## src/common/rbl_pkg.sv

```systemverilog
// Constants, types and carriers shared by the reset and boot loader.
// Functional notes
// Byte order follows the select input; default level is little endian.
// Outside: big endian (select at 0) needs the lane swap strap held low.
// Lane correction leaves little endian unchanged while the strap is 1.
// While reset input is low, every flop is held in its reset state.
// After reset release, boot runs with the selected setup and mode.
// Emulation boot: core stalls until debugger release, then fetches at 0.
// Outside: debugger sets a breakpoint at zero before releasing the core.
// ROM boot: 1 KB from region one to 0, default timing, core stalled.
// Narrow ROMs: bytes or half-words assemble into 32-bit words first.
// Copy runs as one single-frame block transfer with no core involvement.
// After the copy completes, the core leaves stall and starts at 0.
// Outside: ROM contents are stored in the selected byte order.
// Outside: reset after power-up, clock running before release.
// Boot mode and ROM width are captured once at reset release and held.
package rbl_pkg;

  localparam int CLK_MHZ = 50;
  // Default ROM strobe time; a least time, so cycles round up.
  localparam int ROM_ACCESS_NS = 300;
  localparam int ROM_ACC_CYC = (ROM_ACCESS_NS * CLK_MHZ + 999) / 1000;
  localparam int ACC_CNT_W = 5;
  localparam logic [ACC_CNT_W-1:0] ACC_LAST =
    ACC_CNT_W'(ROM_ACC_CYC - 1);

  localparam int BOOT_BYTES = 1024;
  localparam int RADDR_W = 10;
  localparam int WCNT_W = 8;
  localparam logic [WCNT_W-1:0] WCNT_LAST = WCNT_W'(BOOT_BYTES / 4 - 1);
  localparam logic [RADDR_W-1:0] ROM_START = 10'h000;
  localparam logic [RADDR_W-1:0] STEP_BYTE = 10'h001;
  localparam logic [RADDR_W-1:0] STEP_HALF = 10'h002;
  localparam logic [1:0] PARTS_LAST_8 = 2'h3;
  localparam logic [1:0] PARTS_LAST_16 = 2'h1;

  localparam logic [31:0] BOOT_DST_ADDR = 32'h0000_0000;
  localparam logic [31:0] CORE_START_ADDR = 32'h0000_0000;

  // Register map, byte addresses on the Avalon slave.
  localparam int AV_ADDR_W = 4;
  localparam logic [AV_ADDR_W-1:0] REG_CTRL = 4'h0;
  localparam logic [AV_ADDR_W-1:0] REG_STATUS = 4'h4;
  localparam logic [AV_ADDR_W-1:0] REG_COUNT = 4'h8;
  localparam int CTRL_RELEASE_BIT = 0;
  localparam int ST_STALL_BIT = 0;
  localparam int ST_DONE_BIT = 1;
  localparam int ST_BIG_BIT = 2;
  localparam int ST_ROMBOOT_BIT = 3;
  localparam int ST_W16_BIT = 4;
  localparam int ST_LSWAP_BIT = 5;
  localparam int ST_STATE_LSB = 8;

  typedef enum logic [2:0] {
    ST_LATCH    = 3'b000,
    ST_EMU_WAIT = 3'b001,
    ST_ROM_READ = 3'b010,
    ST_ROM_WAIT = 3'b011,
    ST_WRITE    = 3'b100,
    ST_RUN      = 3'b101
  } rbl_state_t;

  typedef struct packed {
    logic byte_order_select;
    logic bus_lane_swap_strap;
    logic rom_boot;
    logic rom_width16;
  } rbl_straps_t;

  localparam rbl_straps_t STRAPS_RST = 4'hc;

  typedef struct packed {
    logic chip_select_region_one_n;
    logic oe_n;
    logic [RADDR_W-1:0] addr;
  } rbl_rom_bus_t;

  localparam rbl_rom_bus_t ROM_BUS_IDLE = 12'hc00;

endpackage

```

## src/core/rbl_rom_access.sv

```systemverilog
// One default-timed read cycle on chip select region one.
`timescale 1ns/10ps
module rbl_rom_access (
  // Clock and reset
  input wire logic clk,
  input wire logic nrst,
  // Request side
  input wire logic start,
  input wire logic [rbl_pkg::RADDR_W-1:0] addr,
  output logic done,
  output logic [15:0] data,
  // ROM pins
  output rbl_pkg::rbl_rom_bus_t rom_bus,
  input wire logic [15:0] rom_data
);

  logic busy_reg;
  logic [rbl_pkg::ACC_CNT_W-1:0] cnt_reg;

  wire last_cyc = busy_reg && (cnt_reg == rbl_pkg::ACC_LAST);

  // Fixed strobe length stands in for the reset-default ROM timing. R08
  always_ff @(posedge clk or negedge nrst) begin
    if (!nrst) begin
      busy_reg <= 1'b0;
      cnt_reg <= '0;
      done <= 1'b0;
      data <= 16'h0000;
      rom_bus <= rbl_pkg::ROM_BUS_IDLE;
    end else begin
      done <= last_cyc;
      if (start && !busy_reg) begin
        busy_reg <= 1'b1;
        cnt_reg <= '0;
        rom_bus.chip_select_region_one_n <= 1'b0;
        rom_bus.oe_n <= 1'b0;
        rom_bus.addr <= addr;
      end else if (last_cyc) begin
        busy_reg <= 1'b0;
        data <= rom_data;
        rom_bus <= rbl_pkg::ROM_BUS_IDLE;
      end else if (busy_reg) begin
        cnt_reg <= cnt_reg + 1'b1;
      end
    end
  end

endmodule

```

## src/core/rbl_avmm_regs.sv

```systemverilog
// Avalon-MM slave holding the loader control and status words.
`timescale 1ns/10ps
module rbl_avmm_regs (
  // Clock and reset
  input wire logic clk,
  input wire logic nrst,
  // Avalon-MM slave
  input wire logic [rbl_pkg::AV_ADDR_W-1:0] avs_address,
  input wire logic avs_read,
  input wire logic avs_write,
  input wire logic [31:0] avs_writedata,
  input wire logic [3:0] avs_byteenable,
  output logic [31:0] avs_readdata,
  output logic avs_waitrequest,
  // Block side
  input wire logic [31:0] status_word,
  input wire logic [31:0] count_word,
  output logic release_pulse
);

  wire req = avs_read || avs_write;
  wire sel_ctrl = (avs_address == rbl_pkg::REG_CTRL);
  wire sel_status = (avs_address == rbl_pkg::REG_STATUS);
  wire sel_count = (avs_address == rbl_pkg::REG_COUNT);
  // Unmapped and write-only locations read as zero.
  wire [31:0] rd_mux = sel_status ? status_word :
                       sel_count ? count_word : 32'h0000_0000;
  // The write takes effect at the edge where waitrequest is sampled low.
  wire commit_wr = avs_write && !avs_waitrequest;
  wire rel_wr = commit_wr && sel_ctrl && avs_byteenable[0] &&
                avs_writedata[rbl_pkg::CTRL_RELEASE_BIT];

  // Every access costs exactly one wait cycle.
  always_ff @(posedge clk or negedge nrst) begin
    if (!nrst) begin
      avs_waitrequest <= 1'b1;
      avs_readdata <= 32'h0000_0000;
      release_pulse <= 1'b0;
    end else begin
      avs_waitrequest <= !(req && avs_waitrequest);
      if (avs_read && avs_waitrequest) begin
        avs_readdata <= rd_mux;
      end
      release_pulse <= rel_wr;
    end
  end

endmodule

```

## src/core/rbl_boot_ctrl.sv

```systemverilog
// Reset release, strap capture and boot copy sequencer.
//
// The placing of the registers and the Avalon-MM interface to the registers are this design's own decisions.
`timescale 1ns/10ps
module rbl_boot_ctrl (
  // Clock and reset
  input wire logic clk,
  input wire logic nrst,
  // Configuration straps
  input wire rbl_pkg::rbl_straps_t straps,
  // Debugger release
  input wire logic emu_release,
  // Avalon-MM slave
  input wire logic [rbl_pkg::AV_ADDR_W-1:0] avs_address,
  input wire logic avs_read,
  input wire logic avs_write,
  input wire logic [31:0] avs_writedata,
  input wire logic [3:0] avs_byteenable,
  output logic [31:0] avs_readdata,
  output logic avs_waitrequest,
  // Boot ROM pins
  output rbl_pkg::rbl_rom_bus_t rom_bus,
  input wire logic [15:0] rom_data,
  // Destination memory write port
  output logic [31:0] dst_addr,
  output logic [31:0] dst_data,
  output logic dst_we,
  // Core control
  output logic core_stall,
  output logic core_start,
  output logic [31:0] core_fetch_addr,
  // Device-wide configuration
  output logic big_endian,
  output logic lane_correct
);

  rbl_pkg::rbl_state_t state_reg;
  rbl_pkg::rbl_state_t state_next;
  rbl_pkg::rbl_straps_t straps_reg;
  rbl_pkg::rbl_straps_t straps_next;
  logic [rbl_pkg::RADDR_W-1:0] raddr_reg;
  logic [rbl_pkg::RADDR_W-1:0] raddr_next;
  logic [31:0] acc_reg;
  logic [31:0] acc_next;
  logic [1:0] part_reg;
  logic [1:0] part_next;
  logic [rbl_pkg::WCNT_W-1:0] wcnt_reg;
  logic [rbl_pkg::WCNT_W-1:0] wcnt_next;
  logic [rbl_pkg::WCNT_W:0] copied_reg;
  logic [rbl_pkg::WCNT_W:0] copied_next;
  logic done_reg;
  logic done_next;
  logic core_stall_next;
  logic core_start_next;
  logic dst_we_next;
  logic [31:0] dst_addr_next;
  logic [31:0] dst_data_next;

  logic rd_done;
  logic [15:0] rd_data;
  logic sw_release;
  logic [31:0] status_word;
  logic [31:0] count_word;

  // Lane and order decode, taken from the captured straps.
  wire is_big = !straps_reg.byte_order_select;
  // The strap only matters in big endian; at 1 in little endian it is inert.
  wire lanes_hi = is_big && straps_reg.bus_lane_swap_strap;
  wire [7:0] byte_in = lanes_hi ? rd_data[15:8] : rd_data[7:0];
  wire w16 = straps_reg.rom_width16;
  wire [1:0] parts_last = w16 ? rbl_pkg::PARTS_LAST_16 :
                                rbl_pkg::PARTS_LAST_8;
  wire [rbl_pkg::RADDR_W-1:0] raddr_step = w16 ? rbl_pkg::STEP_HALF :
                                                 rbl_pkg::STEP_BYTE;
  wire last_part = (part_reg == parts_last);
  wire last_word = (wcnt_reg == rbl_pkg::WCNT_LAST);
  wire rd_start = (state_reg == rbl_pkg::ST_ROM_READ);
  wire release_req = emu_release || sw_release;

  // Little endian puts the first unit lowest, big endian highest. R09
  wire [31:0] acc_le8 = {byte_in, acc_reg[31:8]};
  wire [31:0] acc_be8 = {acc_reg[23:0], byte_in};
  wire [31:0] acc_le16 = {rd_data, acc_reg[31:16]};
  wire [31:0] acc_be16 = {acc_reg[15:0], rd_data};
  wire [31:0] acc_le = w16 ? acc_le16 : acc_le8;
  wire [31:0] acc_be = w16 ? acc_be16 : acc_be8;
  wire [31:0] acc_shift = is_big ? acc_be : acc_le;

  wire [31:0] word_offset = {22'h000000, wcnt_reg, 2'h0};

  assign status_word = {
    21'h000000,
    state_reg,
    2'h0,
    straps_reg.bus_lane_swap_strap,
    straps_reg.rom_width16,
    straps_reg.rom_boot,
    is_big,
    done_reg,
    core_stall
  };
  assign count_word = {{(31 - rbl_pkg::WCNT_W){1'b0}}, copied_reg};

  rbl_rom_access u_rom (
    .clk(clk),
    .nrst(nrst),
    .start(rd_start),
    .addr(raddr_reg),
    .done(rd_done),
    .data(rd_data),
    .rom_bus(rom_bus),
    .rom_data(rom_data)
  );

  rbl_avmm_regs u_regs (
    .clk(clk),
    .nrst(nrst),
    .avs_address(avs_address),
    .avs_read(avs_read),
    .avs_write(avs_write),
    .avs_writedata(avs_writedata),
    .avs_byteenable(avs_byteenable),
    .avs_readdata(avs_readdata),
    .avs_waitrequest(avs_waitrequest),
    .status_word(status_word),
    .count_word(count_word),
    .release_pulse(sw_release)
  );

  always_comb begin
    state_next = state_reg;
    straps_next = straps_reg;
    raddr_next = raddr_reg;
    acc_next = acc_reg;
    part_next = part_reg;
    wcnt_next = wcnt_reg;
    copied_next = copied_reg;
    done_next = done_reg;
    core_stall_next = core_stall;
    core_start_next = 1'b0;
    dst_we_next = 1'b0;
    dst_addr_next = dst_addr;
    dst_data_next = dst_data;
    case (state_reg)
      rbl_pkg::ST_LATCH: begin
        // Straps are caught once at the first edge after release and then
        // held, so a pin that moves mid-boot cannot change the flow.
        straps_next = straps;
        raddr_next = rbl_pkg::ROM_START;
        part_next = 2'h0;
        wcnt_next = '0;
        if (straps.rom_boot) begin
          state_next = rbl_pkg::ST_ROM_READ;
        end else begin
          state_next = rbl_pkg::ST_EMU_WAIT;
        end
      end
      rbl_pkg::ST_EMU_WAIT: begin
        // The core stays parked until the debugger pin or a release write to the control word lets it go. R06
        if (release_req) begin
          core_stall_next = 1'b0;
          core_start_next = 1'b1;
          done_next = 1'b1;
          state_next = rbl_pkg::ST_RUN;
        end
      end
      rbl_pkg::ST_ROM_READ: begin
        state_next = rbl_pkg::ST_ROM_WAIT;
      end
      rbl_pkg::ST_ROM_WAIT: begin
        if (rd_done) begin
          acc_next = acc_shift;
          raddr_next = raddr_reg + raddr_step;
          part_next = part_reg + 2'h1;
          if (last_part) begin
            part_next = 2'h0;
            state_next = rbl_pkg::ST_WRITE;
          end else begin
            state_next = rbl_pkg::ST_ROM_READ;
          end
        end
      end
      rbl_pkg::ST_WRITE: begin
        // Whole words only reach the destination, in one frame. R10
        dst_we_next = 1'b1;
        dst_addr_next = rbl_pkg::BOOT_DST_ADDR + word_offset;
        dst_data_next = acc_reg;
        copied_next = copied_reg + 1'b1;
        wcnt_next = wcnt_reg + 1'b1;
        if (last_word) begin
          state_next = rbl_pkg::ST_RUN;
          done_next = 1'b1;
          core_stall_next = 1'b0;
          core_start_next = 1'b1;
        end else begin
          state_next = rbl_pkg::ST_ROM_READ;
        end
      end
      rbl_pkg::ST_RUN: begin
        state_next = rbl_pkg::ST_RUN;
      end
      default: begin
        state_next = rbl_pkg::ST_LATCH;
      end
    endcase
  end

  // Every register group returns to its reset value while nrst is low. R04
  always_ff @(posedge clk or negedge nrst) begin
    if (!nrst) begin
      state_reg <= rbl_pkg::ST_LATCH;
    end else begin
      state_reg <= state_next;
    end
  end

  // Reset straps read as little endian, strap high, emulation, 8-bit.
  always_ff @(posedge clk or negedge nrst) begin
    if (!nrst) begin
      straps_reg <= rbl_pkg::STRAPS_RST;
    end else begin
      straps_reg <= straps_next;
    end
  end

  always_ff @(posedge clk or negedge nrst) begin
    if (!nrst) begin
      raddr_reg <= rbl_pkg::ROM_START;
      part_reg <= 2'h0;
    end else begin
      raddr_reg <= raddr_next;
      part_reg <= part_next;
    end
  end

  always_ff @(posedge clk or negedge nrst) begin
    if (!nrst) begin
      acc_reg <= 32'h0000_0000;
    end else begin
      acc_reg <= acc_next;
    end
  end

  always_ff @(posedge clk or negedge nrst) begin
    if (!nrst) begin
      wcnt_reg <= '0;
      copied_reg <= '0;
    end else begin
      wcnt_reg <= wcnt_next;
      copied_reg <= copied_next;
    end
  end

  always_ff @(posedge clk or negedge nrst) begin
    if (!nrst) begin
      done_reg <= 1'b0;
    end else begin
      done_reg <= done_next;
    end
  end

  // The core is held stalled from reset onward. R06
  always_ff @(posedge clk or negedge nrst) begin
    if (!nrst) begin
      core_stall <= 1'b1;
    end else begin
      core_stall <= core_stall_next;
    end
  end

  always_ff @(posedge clk or negedge nrst) begin
    if (!nrst) begin
      core_start <= 1'b0;
      core_fetch_addr <= rbl_pkg::CORE_START_ADDR;
    end else begin
      core_start <= core_start_next;
      core_fetch_addr <= rbl_pkg::CORE_START_ADDR;
    end
  end

  always_ff @(posedge clk or negedge nrst) begin
    if (!nrst) begin
      dst_we <= 1'b0;
    end else begin
      dst_we <= dst_we_next;
    end
  end

  always_ff @(posedge clk or negedge nrst) begin
    if (!nrst) begin
      dst_addr <= rbl_pkg::BOOT_DST_ADDR;
      dst_data <= 32'h0000_0000;
    end else begin
      dst_addr <= dst_addr_next;
      dst_data <= dst_data_next;
    end
  end

  // Byte order outputs trail the captured straps by one edge.
  always_ff @(posedge clk or negedge nrst) begin
    if (!nrst) begin
      big_endian <= 1'b0;
    end else begin
      big_endian <= is_big;
    end
  end

  always_ff @(posedge clk or negedge nrst) begin
    if (!nrst) begin
      lane_correct <= 1'b0;
    end else begin
      lane_correct <= is_big && !straps_reg.bus_lane_swap_strap;
    end
  end

endmodule

```

## config.mk

```make
export PLATFORM = sky130hd
export DESIGN_NAME = rbl_boot_ctrl
export DESIGN_NICKNAME = d
export VERILOG_FILES = /design/src/common/rbl_pkg.sv /design/src/core/rbl_rom_access.sv /design/src/core/rbl_avmm_regs.sv /design/src/core/rbl_boot_ctrl.sv
export SDC_FILE = /design/constraint.sdc
export NUM_CORES = 1
export LEC_CHECK = 0
export ABC_AREA = 1
export BUFFER_PORTS_ARGS = -buffer_cell sky130_fd_sc_hd__buf_2
export CAP_MARGIN = 10
export CORE_MARGIN = 8
export CORE_UTILIZATION = 55
export CTS_BUF_LIST = sky130_fd_sc_hd__clkbuf_8
export DETAILED_ROUTE_END_ITERATION = 10
export HOLD_SLACK_MARGIN = 0.1
export PLACE_DENSITY = 0.81
export SLEW_MARGIN = 30
export SYNTH_ARGS = -nofsm -noshare
export SYNTH_HDL_FRONTEND = slang
export SYNTH_HIERARCHICAL = 1
export SYNTH_SLANG_ARGS = --single-unit
```

## constraint.sdc

```tcl
create_clock -name clk -period 2.6 [get_ports clk]
set_input_delay 0.52 -clock clk [delete_from_list [all_inputs] [get_ports clk]]
set_output_delay 0.52 -clock clk [all_outputs]
set_load 0.02 [all_outputs]
```

; ---- Word level (Yosys, flattened, before mapping)
; Cells that the tools add are included.
[totals]
register_bits = 183
in_bits = 65
out_inout_bits = 146
wordCells = 115
[classes]
addsub = 5
n_eq_ne = 14
n_mux = 37
n_bitwise = 1
n_reduce_logical = 30
[ops]
columns = cell, n
row1 = two-way mux 32 bit, 4
row2 = two-way mux 12 bit, 2
row3 = case mux 10 bit (2 select lines), 1
row4 = case mux 3 bit (6 select lines), 1
row5 = case mux 8 bit (2 select lines), 1
row6 = two-way mux 5 bit, 3
row7 = two-way mux 3 bit, 4
row8 = adder 10 x 2 -> 10 bit, 1
row9 = logical AND 1 bit, 10
row10 = two-way mux 10 bit, 1
row11 = two-way mux 2 bit, 5
row12 = AND reduction 2 bit, 5
row13 = nonzero test 2 bit, 5
row14 = "adder 9 x 1 -> 9 bit, second input constant", 1
row15 = two-way mux 1 bit, 9
row16 = two-way mux 9 bit, 1
row17 = "adder 8 x 1 -> 8 bit, second input constant", 1
row18 = "== test 8 bit, second input constant", 1
row19 = two-way mux 8 bit, 1
row20 = "== test 3 x 2 -> 1 bit, second input constant", 2
row21 = "== test 3 bit, second input constant", 2
row22 = "inequality test 2 bit, second input constant", 3
row23 = case mux 1 bit (2 select lines), 3
row24 = "adder 5 x 1 -> 5 bit, second input constant", 1
row25 = other kinds (14), 19

; ---- Logic depth before layout (Yosys ltp)
[depth]
word_depth = 5
ltp_mapped = 12
ltp_nobuf = 9

; ---- Hierarchy
; Netlist, hierarchy kept.
[by_module_without_submodules]
columns = module, n_inst, cells_each, area_each_um2, seq_area_each_um2
row1 = rbl_boot_ctrl, 1, 756, 6060.8, 2856.5
row2 = rbl_avmm_regs, 1, 257, 1926.8, 852.1
row3 = rbl_rom_access, 1, 159, 1416.4, 852.1

; ---- Least setup slack after synthesis
; OpenSTA, ideal clock, no wires.
[synth_timing]
kind = reg2reg
from = register straps_reg, in the netlist w16
to = register raddr_reg[6] in the netlist's numbering
setup_ns = 0.117
arrival_ns = 1.905
required_time_ns = 2.483
slack_ns = 0.578
stages_incl_launch_ff = 13
n_path_buf = 3
period_less_slack_ns = 2.022
path_cell_list = dfrtp_1 > buf_2 > inv_1 > buf_2 > buf_2 > ha_1 > fa_1 > inv_1 > nor2_1 > nand3_1 > nand2_1 > nand2_1 > nor2_1
[synth_between]
elab_chain_len = 4
[synth_lines]
columns = element, line_no
row1 = "start, declared", rbl_boot_ctrl.sv:39  ; rbl_pkg::rbl_straps_t straps_reg;
row2 = "start signal, assigned", rbl_boot_ctrl.sv:220  ; straps_reg <= rbl_pkg::STRAPS_RST;
row3 = "start signal, assigned", rbl_boot_ctrl.sv:222  ; straps_reg <= straps_next;
row4 = two-way mux 2 bit, rbl_boot_ctrl.sv:73  ; wire [rbl_pkg::RADDR_W-1:0] raddr_step = w16 ? rbl_pkg::STEP_HALF :
row5 = adder 10 x 2 -> 10 bit, rbl_boot_ctrl.sv:173  ; raddr_next = raddr_reg + raddr_step;
row6 = two-way mux 10 bit, rbl_boot_ctrl.sv:171  ; if (rd_done) begin
row7 = case mux 10 bit (2 select lines), rbl_boot_ctrl.sv:144  ; case (state_reg)
row8 = "end signal, assigned", rbl_boot_ctrl.sv:228  ; raddr_reg <= rbl_pkg::ROM_START;
row9 = "end signal, assigned", rbl_boot_ctrl.sv:231  ; raddr_reg <= raddr_next;
row10 = "end, declared", rbl_boot_ctrl.sv:41  ; logic [rbl_pkg::RADDR_W-1:0] raddr_reg;
; Every way passes these cells. The select of a mux whose other input is x is not followed.
; A chain may end at the register's enable or synchronous reset.

; ---- Final worst setup path
; Ends and elaborated chain as after synthesis.

==> impl_metrics.tcl <==
set metrics [dict create \
    power_frac_seq_pct 55.3 \
    syn_area_um2 9404 \
    intPower_mw 3.848 \
    r2r_slack_ns 0.70 \
    antenna_found_initial 0 \
    post_cts_buffers 0 \
    power_switching_mw 1.351 \
    arrival_ns 2.27 \
    dp.cells 1518 \
    io_pins 211 \
    vdd_ir_drop_max_mv 0.3903 \
    hold_buffers 1 \
    min-delay-start "avs_read" \
    power_density_nw_per_um2 499.5 \
    layout_common_cells "nand2_1 (404), dfrtp_1 (177), nand3_1 (147)" \
    endpoint_kind "flop" \
    start_util_pct 55.33 \
    ys.flop_type "dfrtp_1" \
    clkTransAtPathRegs_ns 0.09 \
    num_vias 7785 \
    mostFrequentLayoutCell "nand2_1" \
    cts_buffers 17 \
    setup_violations 0 \
    cts_root_buffer "clkbuf_8" \
    yosysUniqueCellTypes 39 \
    fin_tns_setup_ns 0 \
    drc 0 \
    cts.sinks 182 \
    multiInputGateArea_um2 4008 \
    maxCapViolations 0 \
    startpoint_type "flop" \
    fmax_ghz 0.5258 \
    reg2reg_depth 9 \
    ys_ff_latch 182 \
    die_y_um 146.8 \
    drtAntennaViolNets 0 \
    rsz0062_at_grt "false" \
    r2r_end "raddr_reg[6]" \
    fin_nets 1385 \
    p_leak_nw 5.766 \
    routed_via_density 5.019 \
    area_growth_pct 10.68 \
    async_flop_share_pct 100.0 \
    drt-initial-drc-count 765 \
    path_class "flop to flop" \
    crit_required_ns 2.97 \
    synth-edff-count 0 \
    grt_max_degree 61 \
    combinationalPowerShare_pct 6.7 \
    r2r-start "w16" \
    wirelength_mm 21.83 \
    gp_congestion 0.8680 \
    finClkSkew_ns 0.01219 \
    htreeDepth 4 \
    nFillCells 1518 \
    slew_viol_final 0 \
    max_slew_margin_pct 52.91 \
    cts_resized 0 \
    wl_per_cell_um 14.07 \
    port_buffers 120 \
    status "completed" \
    yosys_warnings 6 \
    hold_path_depth 2 \
    clkLatencyLatePin_ns 0.48 \
    worst_pin_slew_ns 0.7047 \
    place_hpwl_mm 15.44 \
    diodes 0 \
    pwr-share-clk_pct 38.0 \
    avgSynthCellArea_um2 8.024 \
    clk_path_buf_depth 2 \
    grt_pass1_vias 7622 \
    grt_overflow_total 0 \
    yosysSeqAreaShare_pct 48.50 \
    fin_crit_sh_pct 73.15 \
    core.rowCount 48 \
    finalHoldViolCount 0 \
    min_period_ns 1.902 \
    crit_start "w16" \
    final_layout_size_suffix_gt1_share_pct 14.86 \
    min_path_type "input pin to flop" \
    cts_tree "done" \
    postSynthCellCount 1172 \
    cp_max_fo 11 \
    hold_end "u_regs/avs_waitrequest" \
    fin_cells 1551 \
    grtUsageTotal_pct 20.77 \
    core-area_um2 17000 \
    final-seq-area_um2 4561 \
    p_sw_share_pct 25.98 \
    grt_pass1_wl_mm 37.11 \
    drtPass1Iterations 5 \
    dieArea_um2 21540 \
    dieWidth_um 146.8 \
]
-- how the worst max path moves through the flow --
stage                    to  slack [ns]  cells past startpoint
2_1_floorplan  raddr_reg[6]        0.58                     12
3_3_place_gp   raddr_reg[6]        0.74                      9
3_5_place_dp   raddr_reg[6]        0.71                      9
4_1_cts        raddr_reg[6]        0.70                      9
5_1_grt        raddr_reg[6]        0.50                      9
6_report       raddr_reg[6]        0.70                      9
-- critical path: stages, from the launching register on --
cell and delay, ns:
dfrtp_1 0.61, inv_1 0.11, ha_1 0.24, fa_1 0.39
inv_1 0.10, nor2_1 0.09, nand3_1 0.10, nand2_1 0.06
nand2_1 0.05, nor2_1 0.04
-- metrics by stage --
step	total power [mW]	setup slack, ns	hold slack [ns]	utilization [%]	instance area [µm²]
2_1_floorplan	3.226	0.5782	0.2244	-	9783
3_3_place_gp	3.275	0.7414	0.4390	58.78	9991
3_5_place_dp	3.279	0.7127	0.4527	58.78	9991
4_1_cts	5.244	0.7007	0.1783	61.24	10410
5_1_grt	5.400	0.4971	0.2107	61.24	10410
6_report	5.199	0.6982	0.2002	61.24	10410
-- Yosys cell counts (2+ instances only) --
| cell | instances | area share, % |
|---|---|---|
| nand2_1 | 404 | 16 |
| dfrtp_1 | 177 | 47 |
| nand3_1 | 147 | 7.8 |
| inv_1 | 90 | 3.6 |
| buf_4 | 62 | 4.9 |
| o21ai_0 | 59 | 3.1 |
| o211ai_1 | 46 | 3.7 |
| nor2_1 | 30 | 1.2 |
| o21ai_1 | 25 | 1.3 |
| buf_2 | 19 | 1.0 |
| buf_6 | 15 | 1.8 |
| a21oi_1 | 13 | 0.69 |
| clkbuf_1 | 13 | 0.52 |
| inv_2 | 9 | 0.36 |
| nand4_1 | 8 | 0.53 |
| ha_1 | 6 | 0.80 |
| dfstp_2 | 5 | 1.4 |
| nor3_1 | 5 | 0.27 |
| nor2_4 | 4 | 0.48 |
| xnor2_1 | 4 | 0.37 |
| buf_1 | 3 | 0.12 |
| clkbuf_8 | 3 | 0.44 |
| nand2_2 | 3 | 0.20 |
| xor2_1 | 3 | 0.28 |
| a22o_1 | 2 | 0.19 |
| nand2_4 | 2 | 0.24 |
| nor2_2 | 2 | 0.13 |
| o21a_1 | 2 | 0.16 |
-- area by class of cell --
cell class	instances	share of cell area [%]
multi-input cells	875	38.50
well taps	225	2.705
flip-flops and latches	182	43.82
repair buffers	137	7.441
clock buffers	19	2.512
inverters	100	3.618
clock inverters	13	1.406
-- cell families after synthesis --
group	share of synthesized area, %
simple gates	27.38
buf+inv	12.97
flops	48.50
compound gates	9.446
xor+xnor	0.6520
fa+ha+maj	1.011
other cells	0.03988
-- power by group through the flow --
stage / clock, mW / combinational (mW) / sequential [mW]
after floorplan: 0 / 0.259 / 2.97
after global placement: 0 / 0.346 / 2.93
after detailed placement: 0 / 0.350 / 2.93
after CTS: 2.02 / 0.351 / 2.87
after global routing: 2.13 / 0.393 / 2.88
final: 1.97 / 0.351 / 2.87
-- metal layers --
layer	up-vias	global-route usage [%]	share of wire, %
li1	3903	-	-
met2	220	34.29	49
met3	19	5.106	5.7
met5	-	0	0
met1	3643	26.68	44
met4	0	5.822	1.2
(Power assumes the default switching activity.)
